### src/design/interrupt_priority_fields_pkg.sv
package interrupt_priority_fields_pkg;

  // register indices on the plain register port
  localparam logic [3:0] ENCODER_PWM_MATCH_PRIORITY_ADDR = 4'h0;
  localparam logic [3:0] ADC_PAIRS_UPPER_PRIORITY_ADDR   = 4'h1;

  // field positions (low bit of each 3-bit field)
  localparam int ENCODER_TWO_PRIORITY_POS         = 12;
  localparam int PWM_SECONDARY_MATCH_PRIORITY_POS = 4;
  localparam int ADC_PAIR_TEN_PRIORITY_POS        = 12;
  localparam int ADC_PAIR_NINE_PRIORITY_POS       = 8;
  localparam int ADC_PAIR_EIGHT_PRIORITY_POS      = 4;

  // implemented-bit masks
  localparam logic [15:0] ENCODER_PWM_MATCH_MASK = 16'h7070;
  localparam logic [15:0] ADC_PAIRS_UPPER_MASK   = 16'h7770;

  // field reset value and disable code
  localparam logic [2:0] PRIORITY_RESET    = 3'h4;
  localparam logic [2:0] PRIORITY_DISABLED = 3'h0;

  typedef logic [2:0] priority_t;

endpackage

### src/design/interrupt_priority_fields.sv
// Contract
// [RULE1] register seventeen: encoder-two priority bits 14-12, pwm match bits 6-4, reset 100
// [RULE2] register eighteen: adc pair ten 14-12, nine 10-8, eight 6-4, reset 100
// [RULE3] field value is level; 111 highest, 001 lowest, 000 disables source
// [RULE4] unimplemented bits read zero and ignore writes
// [RULE5] fields drive arbitration continuously; disabled source never signalled pending
//
// Design decisions made here: the address-and-strobe port and the placing of the registers.
`timescale 1ns/100ps
module interrupt_priority_fields
  import interrupt_priority_fields_pkg::*;
(
  // clock and reset
  input  wire logic        ref_clk,
  input  wire logic        sys_rst,
  // register port
  input  wire logic [3:0]  regAddr,
  input  wire logic [15:0] regWrData,
  input  wire logic        regWrite,
  input  wire logic        regRead,
  output      logic [15:0] regRdData,
  // raw request flags from the five sources, order: enc2, pwm, adc10, adc9, adc8
  input  wire logic [4:0]  sourceRequest,
  // priorities to the arbitration core
  output      priority_t   encoderTwoPriority,
  output      priority_t   pwmSecondaryMatchPriority,
  output      priority_t   adcPairTenPriority,
  output      priority_t   adcPairNinePriority,
  output      priority_t   adcPairEightPriority,
  // pending requests that may be arbitrated
  output      logic [4:0]  sourcePending
);

  logic [15:0] encoderPwmMatchPriority;
  logic [15:0] adcPairsUpperPriority;
  logic [15:0] next_regRdData;
  priority_t   levelEncoderTwo;
  priority_t   levelPwmMatch;
  priority_t   levelPairTen;
  priority_t   levelPairNine;
  priority_t   levelPairEight;

  // one 3-bit priority field out of a register image
  function automatic priority_t field_at(input logic [15:0] image, input int pos);
    return image[pos +: 3];
  endfunction

  // a level of 000 takes the source out of arbitration
  function automatic logic level_enabled(input priority_t level);
    return level != PRIORITY_DISABLED;
  endfunction

  // stored levels, shared by the output copy and the request gating
  assign levelEncoderTwo = field_at(encoderPwmMatchPriority, ENCODER_TWO_PRIORITY_POS); // RULE1
  assign levelPwmMatch   = field_at(encoderPwmMatchPriority, PWM_SECONDARY_MATCH_PRIORITY_POS); // RULE1
  assign levelPairTen    = field_at(adcPairsUpperPriority, ADC_PAIR_TEN_PRIORITY_POS); // RULE2
  assign levelPairNine   = field_at(adcPairsUpperPriority, ADC_PAIR_NINE_PRIORITY_POS); // RULE2
  assign levelPairEight  = field_at(adcPairsUpperPriority, ADC_PAIR_EIGHT_PRIORITY_POS); // RULE2

  // write register seventeen, only implemented bits
  always_ff @(posedge ref_clk or posedge sys_rst) begin
    if (sys_rst) begin
      encoderPwmMatchPriority <= {1'b0, PRIORITY_RESET, 5'h00, PRIORITY_RESET, 4'h0}; // RULE1
    end else if (regWrite && regAddr == ENCODER_PWM_MATCH_PRIORITY_ADDR) begin
      encoderPwmMatchPriority <= regWrData & ENCODER_PWM_MATCH_MASK; // RULE1 RULE4
    end
  end

  // write register eighteen, only implemented bits
  always_ff @(posedge ref_clk or posedge sys_rst) begin
    if (sys_rst) begin
      adcPairsUpperPriority <= {1'b0, PRIORITY_RESET, 1'b0, PRIORITY_RESET, 1'b0, PRIORITY_RESET, 4'h0}; // RULE2
    end else if (regWrite && regAddr == ADC_PAIRS_UPPER_PRIORITY_ADDR) begin
      adcPairsUpperPriority <= regWrData & ADC_PAIRS_UPPER_MASK; // RULE2 RULE4
    end
  end

  // read decode, unmapped reads zero
  always_comb begin
    next_regRdData = 16'h0000;
    if (regRead) begin
      case (regAddr)
        ENCODER_PWM_MATCH_PRIORITY_ADDR: next_regRdData = encoderPwmMatchPriority & ENCODER_PWM_MATCH_MASK; // RULE4
        ADC_PAIRS_UPPER_PRIORITY_ADDR:   next_regRdData = adcPairsUpperPriority & ADC_PAIRS_UPPER_MASK; // RULE4
        default:                         next_regRdData = 16'h0000;
      endcase
    end
  end

  // read data stands one cycle after the strobe only
  always_ff @(posedge ref_clk or posedge sys_rst) begin
    if (sys_rst) begin
      regRdData <= 16'h0000;
    end else begin
      regRdData <= next_regRdData;
    end
  end

  // priority outputs follow the stored fields
  always_ff @(posedge ref_clk or posedge sys_rst) begin
    if (sys_rst) begin
      encoderTwoPriority        <= PRIORITY_RESET;
      pwmSecondaryMatchPriority <= PRIORITY_RESET;
      adcPairTenPriority        <= PRIORITY_RESET;
      adcPairNinePriority       <= PRIORITY_RESET;
      adcPairEightPriority      <= PRIORITY_RESET;
    end else begin
      encoderTwoPriority        <= levelEncoderTwo; // RULE5 RULE3
      pwmSecondaryMatchPriority <= levelPwmMatch; // RULE5 RULE3
      adcPairTenPriority        <= levelPairTen; // RULE5 RULE3
      adcPairNinePriority       <= levelPairNine; // RULE5 RULE3
      adcPairEightPriority      <= levelPairEight; // RULE5 RULE3
    end
  end

  // request gated by a non-zero level; sourceRequest comes from same-clock logic
  always_ff @(posedge ref_clk or posedge sys_rst) begin
    if (sys_rst) begin
      sourcePending <= 5'h00;
    end else begin
      sourcePending[4] <= sourceRequest[4] && level_enabled(levelEncoderTwo); // RULE3 RULE5
      sourcePending[3] <= sourceRequest[3] && level_enabled(levelPwmMatch); // RULE3 RULE5
      sourcePending[2] <= sourceRequest[2] && level_enabled(levelPairTen); // RULE3 RULE5
      sourcePending[1] <= sourceRequest[1] && level_enabled(levelPairNine); // RULE3 RULE5
      sourcePending[0] <= sourceRequest[0] && level_enabled(levelPairEight); // RULE3 RULE5
    end
  end

  // checks
  property p_reserved_zero;
    @(posedge ref_clk) disable iff (sys_rst)
      ((regRdData & ~(ENCODER_PWM_MATCH_MASK | ADC_PAIRS_UPPER_MASK)) == 16'h0000);
  endproperty
  a_reserved_zero: assert property (p_reserved_zero) else $error("reserved bits read nonzero"); // RULE4

  property p_read_seventeen;
    @(posedge ref_clk) disable iff (sys_rst)
      regRead && regAddr == ENCODER_PWM_MATCH_PRIORITY_ADDR |=>
        regRdData == {1'b0, encoderTwoPriority, 5'h00, pwmSecondaryMatchPriority, 4'h0};
  endproperty
  a_read_seventeen: assert property (p_read_seventeen) else $error("register seventeen read mismatch"); // RULE1

  property p_read_eighteen;
    @(posedge ref_clk) disable iff (sys_rst)
      regRead && regAddr == ADC_PAIRS_UPPER_PRIORITY_ADDR |=>
        regRdData == {1'b0, adcPairTenPriority, 1'b0, adcPairNinePriority, 1'b0, adcPairEightPriority, 4'h0};
  endproperty
  a_read_eighteen: assert property (p_read_eighteen) else $error("register eighteen read mismatch"); // RULE2

  property p_write_encoder;
    @(posedge ref_clk) disable iff (sys_rst)
      regWrite && regAddr == ENCODER_PWM_MATCH_PRIORITY_ADDR |=>
        ##1 encoderTwoPriority == $past(regWrData[14:12], 2);
  endproperty
  a_write_encoder: assert property (p_write_encoder) else $error("encoder priority not written"); // RULE1

  property p_write_pair_nine;
    @(posedge ref_clk) disable iff (sys_rst)
      regWrite && regAddr == ADC_PAIRS_UPPER_PRIORITY_ADDR |=>
        ##1 adcPairNinePriority == $past(regWrData[10:8], 2);
  endproperty
  a_write_pair_nine: assert property (p_write_pair_nine) else $error("pair nine priority not written"); // RULE2

  property p_disabled_never_pending;
    @(posedge ref_clk) disable iff (sys_rst)
      (adcPairEightPriority == PRIORITY_DISABLED && $stable(adcPairEightPriority)) |-> !sourcePending[0];
  endproperty
  a_disabled_never_pending: assert property (p_disabled_never_pending) else $error("disabled source pending"); // RULE5

  property p_enabled_pending;
    @(posedge ref_clk) disable iff (sys_rst)
      sourceRequest[4] && encoderPwmMatchPriority[14:12] != PRIORITY_DISABLED |=> sourcePending[4];
  endproperty
  a_enabled_pending: assert property (p_enabled_pending) else $error("enabled request lost"); // RULE3

  property p_idle_read_zero;
    @(posedge ref_clk) disable iff (sys_rst)
      !regRead |=> regRdData == 16'h0000;
  endproperty
  a_idle_read_zero: assert property (p_idle_read_zero) else $error("read data outside read slot"); // RULE4

  property p_write_pwm;
    @(posedge ref_clk) disable iff (sys_rst)
      regWrite && regAddr == ENCODER_PWM_MATCH_PRIORITY_ADDR |=>
        ##1 pwmSecondaryMatchPriority == $past(regWrData[6:4], 2);
  endproperty
  a_write_pwm: assert property (p_write_pwm) else $error("pwm match priority not written"); // RULE1

  property p_write_pair_ten;
    @(posedge ref_clk) disable iff (sys_rst)
      regWrite && regAddr == ADC_PAIRS_UPPER_PRIORITY_ADDR |=>
        ##1 adcPairTenPriority == $past(regWrData[14:12], 2);
  endproperty
  a_write_pair_ten: assert property (p_write_pair_ten) else $error("pair ten priority not written"); // RULE2

  property p_write_pair_eight;
    @(posedge ref_clk) disable iff (sys_rst)
      regWrite && regAddr == ADC_PAIRS_UPPER_PRIORITY_ADDR |=>
        ##1 adcPairEightPriority == $past(regWrData[6:4], 2);
  endproperty
  a_write_pair_eight: assert property (p_write_pair_eight) else $error("pair eight priority not written"); // RULE2

  // unimplemented bits must never be stored, whatever the write data holds
  property p_reserved_never_stored;
    @(posedge ref_clk) disable iff (sys_rst)
      ((encoderPwmMatchPriority & ~ENCODER_PWM_MATCH_MASK) == 16'h0000) &&
        ((adcPairsUpperPriority & ~ADC_PAIRS_UPPER_MASK) == 16'h0000);
  endproperty
  a_reserved_never_stored: assert property (p_reserved_never_stored) else $error("reserved bits stored"); // RULE4

  // levels seen by the arbitration core only move after a write
  property p_levels_stand;
    @(posedge ref_clk) disable iff (sys_rst)
      !regWrite |=>
        ##1 ($stable(encoderTwoPriority) && $stable(adcPairEightPriority));
  endproperty
  a_levels_stand: assert property (p_levels_stand) else $error("priority level moved without a write"); // RULE5

  // writes to unmapped indices leave both registers alone
  property p_unmapped_write_ignored;
    @(posedge ref_clk) disable iff (sys_rst)
      regWrite && regAddr != ENCODER_PWM_MATCH_PRIORITY_ADDR && regAddr != ADC_PAIRS_UPPER_PRIORITY_ADDR |=>
        $stable(encoderPwmMatchPriority) && $stable(adcPairsUpperPriority);
  endproperty
  a_unmapped_write_ignored: assert property (p_unmapped_write_ignored) else $error("unmapped write landed"); // RULE4

  c_write_seventeen: cover property (@(posedge ref_clk) regWrite && regAddr == ENCODER_PWM_MATCH_PRIORITY_ADDR);
  c_read_eighteen: cover property (@(posedge ref_clk) regRead && regAddr == ADC_PAIRS_UPPER_PRIORITY_ADDR);
  c_disabled_source: cover property (@(posedge ref_clk) adcPairEightPriority == PRIORITY_DISABLED);
  c_write_then_read: cover property (@(posedge ref_clk) regWrite ##1 regRead);
  c_pending_raised: cover property (@(posedge ref_clk) sourcePending[4]);

endmodule

### config.mk
export PLATFORM = sky130hd
export DESIGN_NAME = interrupt_priority_fields
export DESIGN_NICKNAME = d
export VERILOG_FILES = /design/src/design/interrupt_priority_fields_pkg.sv /design/src/design/interrupt_priority_fields.sv
export SDC_FILE = /design/constraint.sdc
export NUM_CORES = 1
export LEC_CHECK = 0
export BUFFER_PORTS_ARGS = -buffer_cell sky130_fd_sc_hd__buf_2
export CAP_MARGIN = 20
export CORE_MARGIN = 4
export CORE_UTILIZATION = 50
export CTS_CLUSTER_DIAMETER = 100
export DETAILED_ROUTE_END_ITERATION = 7
export GPL_TIMING_DRIVEN = 0
export MAX_ROUTING_LAYER = met4
export PLACE_DENSITY = 0.88
export SYNTH_ARGS = -nofsm -noshare
export SYNTH_HDL_FRONTEND = slang
export SYNTH_SLANG_ARGS = --single-unit
### constraint.sdc
create_clock -name ref_clk -period 2.03 [get_ports ref_clk]
set_input_delay 0.5075 -clock ref_clk [delete_from_list [all_inputs] [get_ports ref_clk]]
set_output_delay 0.5075 -clock ref_clk [all_outputs]
set_load 0.03 [all_outputs]
======== Word level (Yosys, flattened, before mapping) ========
Cells that the tools add are included.
operators by class
  multiplexer cells ....................... 2
  reduce and logical (&&, ||, !) cells .... 13
  equality and inequality tests ........... 1
operator list
  cell                count
  $pmux 15 s2         1
  $mux 16             1
  $reduce_bool 3->1   5
  $logic_and 1x1->1   7
  $eq 4x1->1 const B  1
  $logic_not 4->1     1
word-level totals
  flip-flop bits (word level) ............. 51
  word-level logic and storage cells ...... 25
  bits of input ports ..................... 29

======== Logic depth before layout (Yosys ltp) ========
Gate-level depths: netlist of run 1.
  depth in word-level cells ............... 3
  mapped depth ............................ 3
  gate-level depth less buffers ........... 3

======== Worst setup path before layout of run 1 ========
OpenSTA, ideal clock, no wires.
  path type ............................... input port to flip-flop
  start ................................... in regAddr[3]
  end ..................................... reg adcPairsUpperPriority[12]
  cell stages on the path ................. 3
  path slack .............................. 711 ps
  data arrival time ....................... 1192 ps
  setup time .............................. 128 ps
  data required time ...................... 1902 ps
  cells stage by stage .................... nor2_2 > nand4b_4 > mux2_1
on the way
  cells in the longest elaborated chain, start to end .. 2
RTL lines
  item                  line                             text
  from (decl)           interrupt_priority_fields.sv:17  input wire logic [3:0] regAddr,
  $eq 4x1->1            interrupt_priority_fields.sv:73  end else if (regWrite && regAddr == ADC_PAIRS_UPPER_PRIORITY_ADDR) begin
  $logic_and 1x1->1     interrupt_priority_fields.sv:73
  to (signal assigned)  interrupt_priority_fields.sv:72  adcPairsUpperPriority <= {1'b0, PRIORITY_RESET, 1'b0, PRIORITY_RESET, 1'b0, PRIORITY_RESET, 4'h0};
  to (signal assigned)  interrupt_priority_fields.sv:74  adcPairsUpperPriority <= regWrData & ADC_PAIRS_UPPER_MASK;
  to (decl)             interrupt_priority_fields.sv:35  logic [15:0] adcPairsUpperPriority;
No other way between the ends.
A chain may end at the register's enable or synchronous reset.

======== Worst setup path in the final report of run 1 ========
  start ................................... reg encoderTwoPriority[2]
  end ..................................... out encoderTwoPriority[2]
RTL lines
  item                    line                              text
  from (decl)             interrupt_priority_fields.sv:25   output priority_t encoderTwoPriority,
  from (signal assigned)  interrupt_priority_fields.sv:108  encoderTwoPriority <= levelEncoderTwo;
No word-level cell between the ends.

==> results of run 1 <==
report_power, final:
group / switching, mW / total, mW / internal, mW
clock: 0.253 / 0.418 / 0.165
sequential: 0.0932 / 1.16 / 1.07
combinational: 0.300 / 0.445 / 0.145
total: 0.646 / 2.02 / 1.38
worst reg2reg max path, stage by stage, from the launching register on:
cell and delay [ns]:
dfstp_2 0.57, a22oi_1 0.08, nor2b_1 0.15
cell usage after synthesis:
| master | number | area [sq um] |
|---|---|---|
| dfstp_2 | 10 | 263 |
| nand4b_4 | 1 | 23.8 |
| and3_1 | 3 | 18.8 |
| mux2_1 | 13 | 146 |
| mux2_2 | 2 | 22.5 |
| inv_1 | 1 | 3.75 |
| a22oi_1 | 6 | 45.0 |
| nor2b_1 | 6 | 37.5 |
| nor4b_4 | 1 | 23.8 |
| conb_1 | 1 | 3.75 |
| nor2_1 | 1 | 3.75 |
| o31a_1 | 5 | 43.8 |
| dfrtp_1 | 34 | 851 |
| nor2_2 | 1 | 6.26 |
| nor4_2 | 1 | 12.5 |
| buf_4 | 7 | 52.6 |
| nand3_2 | 1 | 10.0 |
stage by stage:
stage                     power (mW)  instance area [sq um]  setup slack [ns]  cells  hold slack [ns]
after floorplan                 1.47                   1590             0.508    100            0.364
after global placement          1.61                   1900             0.161    194            0.370
after detailed placement        1.64                   1900             0.404    194            0.372
after CTS                       2.05                   1960             0.441    202            0.347
after global routing            2.13                   1960             0.413    202            0.354
final                           2.02                   1960             0.462    202            0.324
worst max path at each step:
stage	from	end	slack (ns)	cells past startpoint
after detailed placement	regAddr[1]	regRdData[5]	0.40	4
after CTS	adcPairTenPriority[2]	adcPairTenPriority[2]	0.44	1
after global placement	sys_rst	sourcePending[4]	0.16	2
after global routing	pwmSecondaryMatchPriority[2]	pwmSecondaryMatchPriority[2]	0.41	1
after floorplan	sys_rst	adcPairEightPriority[0]	0.51	1
final	encoderTwoPriority[2]	encoderTwoPriority[2]	0.46	1
state kept, by name, indices dropped and copies added, names as in the netlist:
name and cells:
regRdData 9, adcPairTenPriority 3, encoderTwoPriority 3, sourcePending 5
adcPairNinePriority 3, adcPairsUpperPriority 9, pwmSecondaryMatchPriority 3, adcPairEightPriority 3
encoderPwmMatchPriority 6
kinds of logic after synthesis:
logic type / synth area share [%]
buffers and inverters: 3.59
flip-flops: 71.0
other: 0.239
multiplexers: 10.8
AND/OR/NAND/NOR: 8.70
AO/OA/AOI/OAI: 5.67
cell type report:
class | instances | area share (%)
inverter | 1 | 0.192
tap | 44 | 2.81
clock inverter | 2 | 0.512
clock buffer | 6 | 2.62
timing repair buffer | 50 | 12.8
buffer | 7 | 2.69
sequential | 44 | 56.9
multi-input combinational | 48 | 21.5
layer usage:
metal  vias up  part of all wire (%)  wire, microns  track usage (%)
met5         -                     0              0                -
met1       448                    38           1020             15.8
met4         0                   3.6             97             10.5
li1        449                     -              -                -
met3         9                   6.4            174             3.87
met2        44                    52           1410             24.8
==> run metrics, run 1 <==
status complete, no violations; Crit Path Max Fanout 1; number of buffers added on ports 50; actual slew at the worst max-slew pin 0.836 ns; CTS max path bufs 2; Worst Hold Class in2async; Worst R2R Start adcPairsUpperPriority[6]; DR DRC count 0; total core area 3030 sq um; crit path DAT 1.06 ns; Vias per Instance 4.70; Filler Cells Inserted 222; Mapped Area 1570 sq um; Crit path max-delay family flip-flops; commonest non-fill, non-tap cell in the layout buf_2; crit start category flip-flop; Die Wd 64.0 microns; setup TNS 0 ns; sequential area share after synthesis 71.0%; total of max-cap violations 0; die height 64.0 microns; fmax 0.638 GHz; Synth warnings 0; R2R cell count 2; P per Cell Area 1030 nW/um^2; register area 1110 sq um; crit-path cells buf_2; clock sink count 44; DIE AREA 4100 sq um; RSZ-0062 raised after global routing no; Final Hold Viols 0; initial antenna violation count 0; post-cts resize count 0; All-Layer GR Usage 15.1%; Clk Latency, worst-skew pair 0.34 ns; I/O pin count 65; Critical Path Max Stage Delay 0.54 ns; standard-cell row count 20; final slew viol count 0; flops & latches, synth 44; Worst EP required 1.52 ns; fin nets 186; VDD IR-drop max 352 uV; reg2reg setup slack 1.17 ns; most frequent cells in the layout buf_2, dfrtp_1, mux2_1; multi-input logic area 420 sq um; DR iter-0 viols 28; number of diodes 0; Tmin final 1.57 ns; RePlAce Congestion 0.789; # H-tree levels 2; Post-CTS Hold Fix Bufs 0; Slowest cell on crit path dfstp_2; cells after synthesis 94; Final Util 64.6%; CTS tree built; Tcrit/Tclk final 77.2%; DR pass1 iterations 5; # setup viols final 0; Initial Util 51.8%; TritonCTS Buffers 5; Slew headroom 44.2%; total grt overflow 0; vias in the first global route 937; P&R area growth vs syn 24.8%; clk_skew 0.00691 ns; CTS root buffer clkbuf_4; Mean Syn Cell Area 16.7 sq um; r2r endpoint regRdData[6]; layout cells sized above 1 52.5%; routed via count 950; postcts setup bufs 0; critical path class reg2out; Distinct cells, synth 17; DR WL/cell 13.4 microns; largest net degree at the start of global routing 45; Worst-path clk slew 0.12 ns; Worst Path Buf+Inv 1; leakage 1.01 nW; Worst Setup End Kind primary output; Final ANT Viol Nets 0; first-pass GRT wire length 4.46 mm; drt total wl 2.71 mm
No activity file was read; power rests on OpenSTA's default activity.
==> run 2, diff against run 1 <==
- ABC_AREA: default -> 1
- CORE_UTILIZATION: 50 -> 43
- PLACE_DENSITY: 0.88 -> 0.8
- clock period: 2.03 -> 1.25 ns (I/O delays scaled with it)
==> run metrics, run 2 <==
Crit path max-delay family flip-flops; DR DRC count 0; Reg power frac 50.3%; Mean Syn Cell Area 11.9 sq um; Die Wd 70.6 microns; first-pass GRT wire length 5.38 mm; number of diodes 0; clk_skew 0.0103 ns; routed via count 1187; DR WL/cell 12.8 microns; VDD IR-drop max 503 uV; met1 Resource Use GR 15.3%; P per Cell Area 1690 nW/um^2; failing checks negative setup slack; reg2reg setup slack 0.31 ns; TritonCTS Buffers 5; total of max-cap violations 0; CTS max path bufs 2; top post-synthesis cells by area dfrtp_1, dfstp_2, nand2_1; overall power 3.66 mW; vias in the first global route 1227; Worst EP required 0.94 ns; postcts setup bufs 0; total core area 3720 sq um; top cell type by total area after synthesis dfrtp_1; Synth warnings 0; Worst Path Buf+Inv 1; crit path DAT 0.95 ns; Initial Util 45.3%; sequential area share after synthesis 66.2%; fin nets 233; Most Used Layer, Global Route met2; final instance area 2160 sq um; CTS root buffer clkbuf_8; share of the synthesized area in the top cell type 50.6%; I/O pin count 65; area post-placement 2020 sq um; Switching Power 1.10 mW; Slowest cell on crit path dfstp_2; DIE AREA 4980 sq um; DR iter-0 viols 81; grt met2 use 24.4%; clock sink count 44; total grt overflow 0; met3 Resource Use GR 4.12%; final slew viol count 0; flops & latches, synth 44; Worst Hold Class in2async; dpl ws 0.0419 ns; setup TNS -0.0129 ns; top flop regs adcPairsUpperPriority (9), regRdData (9), encoderPwmMatchPriority (6); actual slew at the worst max-slew pin 0.860 ns; most frequent cells in the layout buf_2, dfrtp_1, nand2_1; Final Hold Viols 0; DP Wirelength 2.39 mm; P&R area growth vs syn 28.3%; Final ANT Viol Nets 0; standard-cell row count 22; layout cells sized above 1 45.9%; Sw Share 30.0%; Cell Int Power 2.56 mW; Tcrit/Tclk final 101%; crit-path cells buf_6; Worst Setup End Kind primary output; Commonest cells post-synth dfrtp_1, nand2_1, inv_1, nand3_1, dfstp_2; Tmin final 1.26 ns; Clk Latency, worst-skew pair 0.29 ns; final setup margin -0.00837 ns; Crit Path Max Fanout 1; RePlAce Congestion 0.801; All-Layer GR Usage 14.2%; number of buffers added on ports 50; Clk network pwr share 28.2%; drt total wl 3.24 mm; RSZ-0062 raised after global routing yes; Post-CTS Hold Fix Bufs 0; # setup viols final 3; # H-tree levels 2; status complete, but fails checks; Vias per Instance 4.69; initial antenna violation count 0; Final Util 58.1%; count leader, synth dfrtp_1; fmax 0.795 GHz; Slew headroom 42.6%; largest net degree at the start of global routing 45; leakage 1.12 nW; EDFF count, synth 0; commonest non-fill, non-tap cell in the layout buf_2; Comb pwr share 21.5%; cells after synthesis 141; Critical Path Max Stage Delay 0.53 ns; crit start category flip-flop; ys flop type dfrtp_1; DR pass1 iterations 4; Distinct cells, synth 21; FFs w/ async S/R, synth 100%; CTS tree built; Worst-path clk slew 0.08 ns; Mapped Area 1680 sq um; die height 70.6 microns; critical path class reg2out
==> run 2: worst paths after layout <==
kind	endpoint	startpoint	cells after the start
worst max-delay path	encoderTwoPriority[2]	encoderTwoPriority[2]	1
worst min-delay path	adcPairNinePriority[1]	sys_rst	2
worst max register to register	regRdData[14]	encoderPwmMatchPriority[14]	2
worst min register to register	adcPairNinePriority[2]	adcPairsUpperPriority[10]	0
max in group asynchronous	encoderPwmMatchPriority[5]	sys_rst	2
min in group ref_clk	sourcePending[1]	sourceRequest[1]	3
==> run 2: kinds of logic (layout without fill, tap and decap cells) <==
group           after synthesis  count (layout)  synth area share (%)
simple gates                 54              54                  16.9
buf+inv                      25              83                  9.14
compound gates               17              17                  7.58
flops                        44              44                  66.2
other cells                   1               7                 0.223
==> run 2: metal layers <==
layer / share of wire, % / up-vias
met5: 0 / -
met4: 2.2 / 0
met3: 7.4 / 7
met2: 51 / 42
met1: 39 / 560
li1: - / 578
==> run 2: metrics by stage <==
stage | std cells | hold slack, ns
3_3_place_gp | 245 | 0.368
4_1_cts | 253 | 0.210
5_1_grt | 253 | 0.229
2_1_floorplan | 147 | 0.313
3_5_place_dp | 245 | 0.368
6_report | 253 | 0.185
==> run 2: power groups by stage <==
stage	sequential (mW)	combinational [mW]	clock (mW)
floorplan	2.12	0.253	0
global placement	1.85	0.743	0
detailed placement	1.86	0.756	0
CTS	1.84	0.798	1.06
global route	1.87	0.844	1.12
finish	1.84	0.788	1.03
==> run 2: repair_timing <==
action,CTS,global route
endpoints found under the setup margin,5,5
pin swaps,0,0
endpoints found under the hold margin,0,0
gates resized for setup,10,0
gates cloned,0,0
==> run 2: final cells by class <==
class                           instances  area (sq um)
Fill cell                             315          1560
Sequential cell                        44          1110
Multi-Input combinational cell         78           438
Buffer                                 12           105
Inverter                               13          52.6
Clock inverter                          2          35.0
Clock buffer                            6          72.6
Tap cell                               48          60.1
Timing Repair Buffer                   50           282
==> run 2: worst register-to-register path, delay by kind of cell, from the launching register on <==
kind | cells | cell delay [ns]
AND/OR/NAND/NOR | 1 | 0.08
AO/OA/AOI/OAI | 1 | 0.19
flip-flops | 1 | 0.57
